### src/rtl/wdt_pkg.sv
// Purpose: constants and types for the windowed watchdog timer
// Assumes: one clock (core_clk, 250 MHz), asynchronous active-low reset
// Notes: control and status bits are plain ports, no register bus
//
// What this block does
// RULE1: watchdog enabled after every reset
// RULE2: timeout select 0:0 disables the watchdog
// RULE3: write 0x55 then 0xAA restarts timeout
// RULE4: service writes leave status contents unchanged
// RULE5: missed service before overflow forces reset
// RULE6: any other written value resets immediately
// RULE7: clock select 0 is 1 kHz, 1 bus
// RULE8: 1 kHz counts 32, 256, 1024 cycles
// RULE9: bus counts 2^13, 2^16, 2^18 cycles
// RULE10: default is 1 kHz and longest timeout
// RULE11: window mode services only in last quarter
// RULE12: early service in window mode resets immediately
// RULE13: window enable ignored with 1 kHz clock
// RULE14: option registers lock after first write
// RULE15: bus clock: counter holds in stop, debug
// RULE16: 1 kHz clock: counter clears in stop, debug
// RULE17: software should write both option registers early
// RULE18: software should service from main flow
// RULE19: any reset clears counter, sequence, configuration
package wdt_pkg;

  localparam int CNT_W = 18;
  localparam logic [1:0] TSEL_OFF = 2'h0;
  localparam logic [1:0] TSEL_RESET = 2'h3;
  localparam logic CSEL_RESET = 1'h0;
  localparam logic WEN_RESET = 1'h0;

  localparam logic [15:0] SERVICE_FIRST = 16'h0055;
  localparam logic [15:0] SERVICE_SECOND = 16'h00AA;

  // overflow counts, 1 kHz source
  localparam logic [CNT_W-1:0] SLOW_LIMIT_1 = 18'h00020;
  localparam logic [CNT_W-1:0] SLOW_LIMIT_2 = 18'h00100;
  localparam logic [CNT_W-1:0] SLOW_LIMIT_3 = 18'h00400;
  // overflow counts, bus clock source
  localparam logic [CNT_W:0] BUS_LIMIT_1 = 19'h02000;
  localparam logic [CNT_W:0] BUS_LIMIT_2 = 19'h10000;
  localparam logic [CNT_W:0] BUS_LIMIT_3 = 19'h40000;
  // window opening points, bus clock source
  localparam logic [CNT_W-1:0] WIN_OPEN_1 = 18'h01800;
  localparam logic [CNT_W-1:0] WIN_OPEN_2 = 18'h0C000;
  localparam logic [CNT_W-1:0] WIN_OPEN_3 = 18'h30000;

  // 1 kHz tick divider from the 250 MHz core clock
  localparam int CORE_CLK_KHZ = 250000;
  localparam int SLOW_CLK_KHZ = 1;
  localparam int SLOW_DIV_CYCLES = CORE_CLK_KHZ / SLOW_CLK_KHZ;
  localparam int DIV_W = 18;

  typedef enum logic [1:0] {
    SEQ_IDLE,
    SEQ_ARMED
  } wdt_seq_t;

endpackage

### src/rtl/wdt_tick_gen.sv
// Purpose: one-cycle tick at the slow watchdog clock rate
// Assumes: divide count of at least two
// Notes: restart pulse realigns the divider to a fresh period
module wdt_tick_gen #(
  parameter int DIVIDE = wdt_pkg::SLOW_DIV_CYCLES
) (
  input wire logic core_clk,
  input wire logic resetn,
  input wire logic restart,
  output logic tick
);
  import wdt_pkg::*;

  typedef struct packed {
    logic [DIV_W-1:0] count;
    logic tick;
  } wdt_tick_state_t;

  localparam logic [DIV_W-1:0] LAST = DIV_W'(DIVIDE - 1);

  wdt_tick_state_t state_reg;
  wdt_tick_state_t state_next;

  always_comb begin
    state_next = state_reg;
    state_next.tick = 1'b0;
    if (restart) begin
      state_next.count = '0;
    end else if (state_reg.count == LAST) begin
      state_next.count = '0;
      state_next.tick = 1'b1;
    end else begin
      state_next.count = state_reg.count + 1'b1;
    end
  end

  always_ff @(posedge core_clk or negedge resetn) begin
    if (!resetn) begin
      state_reg <= '0;
    end else begin
      state_reg <= state_next;
    end
  end

  assign tick = state_reg.tick;
endmodule

### src/rtl/wdt_core.sv
// Purpose: windowed watchdog timer with write-once options and service sequence
// Assumes: cpu write strobes are one-cycle pulses synchronous to core_clk
// Notes: the reset request is a registered level held until system reset
module wdt_core #(
  parameter int SLOW_DIVIDE = wdt_pkg::SLOW_DIV_CYCLES
) (
  input wire logic core_clk,
  input wire logic resetn,
  input wire logic statusWrite,
  input wire logic [15:0] statusWriteData,
  input wire logic [7:0] resetStatusIn,
  output logic [7:0] reset_status_reg,
  input wire logic optOneWrite,
  input wire logic [1:0] optOneTimeoutSel,
  input wire logic optTwoWrite,
  input wire logic optTwoClockSel,
  input wire logic optTwoWindowEn,
  input wire logic stopMode,
  input wire logic debugMode,
  output logic [1:0] watchdog_timeout_sel,
  output logic watchdog_clock_sel,
  output logic watchdog_window_en,
  output logic [wdt_pkg::CNT_W-1:0] watchdogCount,
  output logic windowOpen,
  output logic watchdogReset
);
  import wdt_pkg::*;

  // ----------------------------------------------------------------
  // state
  // ----------------------------------------------------------------
  typedef struct packed {
    logic [1:0] timeoutSel;
    logic clockSel;
    logic windowEn;
    logic optOneLocked;
    logic optTwoLocked;
    logic [CNT_W-1:0] count;
    wdt_seq_t seq;
    logic haltPrev;
    logic [7:0] status;
    logic resetReq;
  } wdt_state_t;

  wdt_state_t state_reg;
  wdt_state_t state_next;

  logic slowTick;
  logic halted;
  logic enabled;
  logic windowed;
  logic [CNT_W:0] limit;
  logic [CNT_W-1:0] openAt;
  logic overflow;
  logic isFirst;
  logic isSecond;

  assign halted = stopMode | debugMode;

  // ----------------------------------------------------------------
  // slow clock tick
  // ----------------------------------------------------------------
  wdt_tick_gen #(
    .DIVIDE(SLOW_DIVIDE)
  ) u_tick (
    .core_clk(core_clk),
    .resetn(resetn),
    .restart(halted),
    .tick(slowTick)
  );

  // ----------------------------------------------------------------
  // timeout decode
  // ----------------------------------------------------------------
  always_comb begin
    limit = BUS_LIMIT_3;
    openAt = WIN_OPEN_3;
    if (state_reg.clockSel) begin // see RULE7
      unique case (state_reg.timeoutSel)
        2'h1: begin
          limit = BUS_LIMIT_1; // see RULE9
          openAt = WIN_OPEN_1; // see RULE12
        end
        2'h2: begin
          limit = BUS_LIMIT_2; // see RULE9
          openAt = WIN_OPEN_2;
        end
        default: begin
          limit = BUS_LIMIT_3; // see RULE9
          openAt = WIN_OPEN_3;
        end
      endcase
    end else begin
      openAt = '0;
      unique case (state_reg.timeoutSel)
        2'h1: limit = {1'b0, SLOW_LIMIT_1}; // see RULE8
        2'h2: limit = {1'b0, SLOW_LIMIT_2}; // see RULE8
        default: limit = {1'b0, SLOW_LIMIT_3}; // see RULE8
      endcase
    end
  end

  assign enabled = state_reg.timeoutSel != TSEL_OFF; // see RULE2
  assign windowed = state_reg.windowEn & state_reg.clockSel; // see RULE11 see RULE13
  assign overflow = ({1'b0, state_reg.count} + 19'h00001) >= limit;
  assign isFirst = statusWriteData == SERVICE_FIRST;
  assign isSecond = statusWriteData == SERVICE_SECOND;

  // ----------------------------------------------------------------
  // next state
  // ----------------------------------------------------------------
  always_comb begin
    state_next = state_reg;
    state_next.haltPrev = halted;
    state_next.status = resetStatusIn; // see RULE4

    // write-once options
    if (optOneWrite && !state_reg.optOneLocked) begin
      state_next.timeoutSel = optOneTimeoutSel; // see RULE14
      state_next.optOneLocked = 1'b1;
    end
    if (optTwoWrite && !state_reg.optTwoLocked) begin
      state_next.clockSel = optTwoClockSel; // see RULE14
      state_next.windowEn = optTwoWindowEn;
      state_next.optTwoLocked = 1'b1;
    end

    // counter
    if (!state_reg.clockSel) begin
      if (halted && !state_reg.haltPrev) begin
        state_next.count = '0; // see RULE16
      end else if (!halted && slowTick && enabled) begin
        state_next.count = state_reg.count + 1'b1;
      end
    end else if (!halted && enabled) begin // see RULE15
      state_next.count = state_reg.count + 1'b1;
    end

    if (enabled && !halted && overflow &&
        (state_reg.clockSel || slowTick)) begin
      state_next.resetReq = 1'b1; // see RULE5
    end

    // service sequence
    if (statusWrite) begin
      if (!isFirst && !isSecond) begin
        state_next.resetReq = 1'b1; // see RULE6
      end else if (enabled && windowed && state_reg.count < openAt) begin
        state_next.resetReq = 1'b1; // see RULE12
      end else if (isFirst) begin
        state_next.seq = SEQ_ARMED;
      end else if (state_reg.seq == SEQ_ARMED) begin
        state_next.seq = SEQ_IDLE;
        state_next.count = '0; // see RULE3
      end else begin
        state_next.seq = SEQ_IDLE;
      end
    end
  end

  // ----------------------------------------------------------------
  // registers
  // ----------------------------------------------------------------
  always_ff @(posedge core_clk or negedge resetn) begin
    if (!resetn) begin
      state_reg.timeoutSel <= TSEL_RESET; // see RULE1 see RULE10 see RULE19
      state_reg.clockSel <= CSEL_RESET; // see RULE10
      state_reg.windowEn <= WEN_RESET;
      state_reg.optOneLocked <= 1'b0;
      state_reg.optTwoLocked <= 1'b0;
      state_reg.count <= '0; // see RULE19
      state_reg.seq <= SEQ_IDLE;
      state_reg.haltPrev <= 1'b0;
      state_reg.status <= 8'h00;
      state_reg.resetReq <= 1'b0;
    end else begin
      state_reg <= state_next;
    end
  end

  // ----------------------------------------------------------------
  // outputs
  // ----------------------------------------------------------------
  assign reset_status_reg = state_reg.status;
  assign watchdog_timeout_sel = state_reg.timeoutSel;
  assign watchdog_clock_sel = state_reg.clockSel;
  assign watchdog_window_en = state_reg.windowEn;
  assign watchdogCount = state_reg.count;
  assign windowOpen = !windowed || (state_reg.count >= openAt);
  assign watchdogReset = state_reg.resetReq;
endmodule

### config.mk
export PLATFORM = sky130hd
export DESIGN_NAME = wdt_core
export DESIGN_NICKNAME = d
export VERILOG_FILES = /design/src/rtl/wdt_pkg.sv /design/src/rtl/wdt_tick_gen.sv /design/src/rtl/wdt_core.sv
export SDC_FILE = /design/constraint.sdc
export NUM_CORES = 1
export LEC_CHECK = 0
export BUFFER_PORTS_ARGS = -buffer_cell sky130_fd_sc_hd__buf_2
export CAP_MARGIN = 30
export CORE_UTILIZATION = 51
export CTS_CLUSTER_DIAMETER = 150
export CTS_CLUSTER_SIZE = 30
export DETAILED_ROUTE_END_ITERATION = 8
export PLACE_DENSITY_LB_ADDON = 0.08
export SLEW_MARGIN = 20
export SYNTH_ARGS = -nofsm -noshare
export SYNTH_HDL_FRONTEND = slang
export SYNTH_SLANG_ARGS = --single-unit
### constraint.sdc
create_clock -name core_clk -period 2.7 [get_ports core_clk]
set_input_delay 0.135 -clock core_clk [delete_from_list [all_inputs] [get_ports core_clk]]
set_output_delay 0.135 -clock core_clk [all_outputs]
set_load 0.02 [all_outputs]
==> results list <==
- Status: finished, violations left
- Failing checks: negative setup slack
- Final cycle utilization of the critical path: 101%
- Based on the critical path, the design can be clocked at up to 0.368 GHz.
- Port Buf Inserts: 66
* Library cell with the largest summed area after synthesis: dfrtp_1
- For this run, the post-layout net count is 529.
* Critical path capture point type: output pin
- CP Launch Type: register
- Design Power: about 1.9 mW
- Worst-case clock buffer depth: 2
* CP Data Arrival Time: 2.58 ns
- Largest net degree at the start of global routing: 33
* Total clock sinks: 54
- Synthesized Nets: 461
* Clock tree from TritonCTS: done
- Dividing the detail-routed via count by the number of cells gives 5.72.
* Chain of cells forming the critical path: inv_2, ha_4, and2_4, inv_4, ha_4, nor2b_4, o31ai_4, a21boi_1, o31a_1, o21ai_1, nand4b_1, buf_4
- Synthesis warning total: 0
- WHS: 0.0102 ns
- Core ar.: 0.00687 mm2
* Global-route wire length before repair: 14700 um
- Met2 track utilization from global routing: 42.1%
* Overflow left after global routing: 0
* Adder-cell share of the synthesized area: 5.81%
- On the worst path, the slowest cell contributes a delay of 0.55 ns.
- The average instance in the mapped netlist occupies 8.96 um2.
- The wire-length estimate of the detail-placed layout is 6620 um.
* Antenna Diode Count: 0
* Static Leakage: approximately 2.0 nW
- The floorplan has 30 rows.
- VDD sags by at most 262 uV.
- DP Area: slightly above 0.004 mm2
* R2R Path Start: watchdogCount[0]
- Synth Cell Area: 0.00366 mm2
* Final number of max-transition violations: 0
- Initial core utilization: 53.3%
* Total setup violations reported at the end of the flow: 1
- The path with the worst hold slack has its endpoint at state_reg[31].
* Detailed router's first-iteration violation count: 180
* Number of enable flip-flop cells after synthesis: 0
* GR peak layer: met2
* Worst hold path depth: 2
- After detailed routing, the number of remaining DRC violations is 0.
- Of the total synthesized cell area, the portion taken by XOR and XNOR cells is 5.74%.
- Counting the buffers created by CTS gives 5.
* Boundary Pins: 67
* Pin slew with the least headroom to its limit: about 0.69 ns
- In the post-route analysis, the smallest setup slack over all paths is -0.0182 ns.
- After routing the design area is 0.00445 mm2.
* Synth top cells by count: dfrtp_1, nor2_1, buf_4
- The routed layout has 3281 vias.
- For this run, the detailed router's first-pass iteration total came to 4.
- The synthesized netlist devotes 14.9% of its cell area to compound gates.
* CTS root buf: clkbuf_8
* Min-delay src: optOneWrite
- Share of final-layout standard cells stronger than drive strength 1: 32.6%
- Post-placement worst setup slack: -0.154 ns
* Critical path fanouts, max: 3
- Mux share of post-synthesis cell area: 0.854%
- Reg2reg path depth: 11
- After synthesis, the largest family of logic cells by area is simple AND/OR/NAND/NOR gates.
- Ranked by total cell area, the synthesized netlist is headed by dfrtp_1, buf_4, ha_1.
- The number of failing hold endpoints at the final stage came to 0.
- At the later pin of the worst-skew pair, clock insertion delay measures ~0.32 ns.
- The most common cell in the synthesized netlist is dfrtp_1.
* Slowest CP cell: dfstp_2
- Number of unique standard cell types used by synthesis: 59
- Counting tap cells, the placed design contains a total of 553 instances.
- The synthesized design devotes to its leading area cell type approximately 36% of total area.
- Die Area: 0.00753 mm2
- Reg-to-reg slack, setup: 0.02 ns
- Cell count after synthesis: 409
- Fraction of the yosys area taken by sequential cells: 37.0%
- Required time worst endpoint: 2.57 ns
* Post-layout minimum cycle time: 2.72 ns
- Across the run, the number of max-cap violations was 0.
- Count of antenna-violating nets left after detailed routing: 0
- Register bit total from synthesis: 54
* Class of the most critical hold timing path: input pin to register
- Non-filler cells, final: 574
* Initial antenna violation count: 0
* Number of global-route vias before repair: 3088
- After clock tree synthesis, the clock-pin slew on the worst setup and hold paths is 0.11 ns.
- Prevailing post-synth register cell: dfrtp_1
- For this block, the routed nets add up to between 9000 and 10000 um of wire.
- Fill cells in the final layout number 600.
- Share of flip-flops with an asynchronous set or reset: 100%
- Relative slew margins: 54.1%
- Met3 track demand over resource: 4.38%
- Global routing usage summed across all routing layers: 25.2%
- In the global route stage, met1 resource usage came out at 33.2%.
* Die width: 86.8 um
* Routability congestion estimate from global placement: 0.923
- Number of H-tree branching levels: 2
* Average wire per standard cell: 15.9 um
- Area fraction in and, or, nand and nor cells after synthesis: 25.1%
* Setup repair after global routing missed its margin: true
- For this design the ratio of total power to cell area is 428 mW/mm2.
- Critical Path Most Common Cell: ha_4
- The endpoint identified for the worst register-to-register timing path is watchdogReset.
* Layout-stage area growth over the synthesis result: 21.5%
- From bottom edge to top edge, the die measures 86.8 um.
- Path type of the worst setup path: register to output pin
* Setup skew after layout: 0.0107 ns
## how the worst max path moves through the flow
stage	start	end	slack, ns	cells after the start
global route	watchdogCount[0]	watchdogReset	-0.18	11
finish	watchdog_timeout_sel[1]	windowOpen	-0.02	12
detailed placement	watchdog_timeout_sel[1]	watchdogCount[13]	-0.15	12
global placement	watchdog_timeout_sel[0]	watchdogCount[7]	-0.34	10
CTS	watchdog_timeout_sel[1]	windowOpen	-0.06	12
floorplan	watchdog_clock_sel	watchdogCount[14]	0.05	12
## layout by cell type, fill, tap and decap left out, types with 3 or more instances in the layout
cell type / count
a31oi_1: 5
xnor2_1: 16
a21oi_1: 14
o221ai_1: 3
dlygate4sd3_1: 9
or2_2: 7
o21ai_0: 19
o21a_1: 6
nor3_1: 7
buf_4: 40
o211ai_1: 3
nor2b_1: 7
ha_1: 11
nor4_1: 9
xor2_1: 8
and3_1: 8
ha_4: 5
clkbuf_8: 5
nand4_1: 10
and4_1: 4
nor2_1: 42
nor4bb_1: 5
buf_2: 65
nand2_1: 19
dfrtp_1: 51
nand3_1: 18
a211oi_1: 6
o31a_1: 3
inv_1: 11
## power breakdown
part | switching (mW) | leakage, nW | internal, mW
combinational | 0.258 | 1.25 | 0.209
sequential | 0.0162 | 0.701 | 0.838
clock | 0.301 | 0.0587 | 0.282
## worst max-delay path, delay by kind of cell, from the launching register on
| kind | cells | cell delay, ns |
|---|---|---|
| DFF | 1 | 0.55 |
| adders and majority gates | 2 | 0.35 |
| and+or+nand+nor | 3 | 0.41 |
| AOI/OAI and AO/OA | 4 | 0.66 |
| buffers and inverters | 3 | 0.28 |
## cell type report
type	count	area, um2	share of cell area (%)
Clock buffer	5	68.8	1.55
Clock inverter	3	47.5	1.07
Inverter	13	51.3	1.15
Multi-Input combinational cell	287	2060	46.3
Sequential cell	54	1360	30.4
Tap cell	96	120	2.70
Timing Repair Buffer	116	747	16.8
## logic make-up (layout without fill, tap and decap cells)
family | Yosys count | after routing
buffers and inverters | 68 | 137
xor gates and xnor gates | 24 | 24
AOI/OAI and AO/OA | 81 | 81
adders and majority gates | 17 | 17
DFF | 54 | 54
muxes | 3 | 3
and+or+nand+nor | 162 | 162
## metal layers
metal | vias up | routed length, um
met1 | 1564 | 4020
met5 | - | 0
met4 | 0 | 159
met3 | 17 | 657
li1 | 1572 | -
met2 | 128 | 4320
## repair_timing
action,4_1_cts,5_1_grt
hold buffers,9,0
gates resized for setup,17,15
endpoints found under the hold margin,60,0
pin swaps,8,7
buffers inserted,2,2
setup endpoints to repair,14,17
## metrics by stage
stage,utilization [%],TNS [ns]
CTS,63.5,-0.0761
detailed placement,59.1,-0.320
floorplan,-,0
global placement,58.9,-4.19
finish,64.8,-0.0182
global route,64.8,-0.342
(Power assumes the default switching activity.)
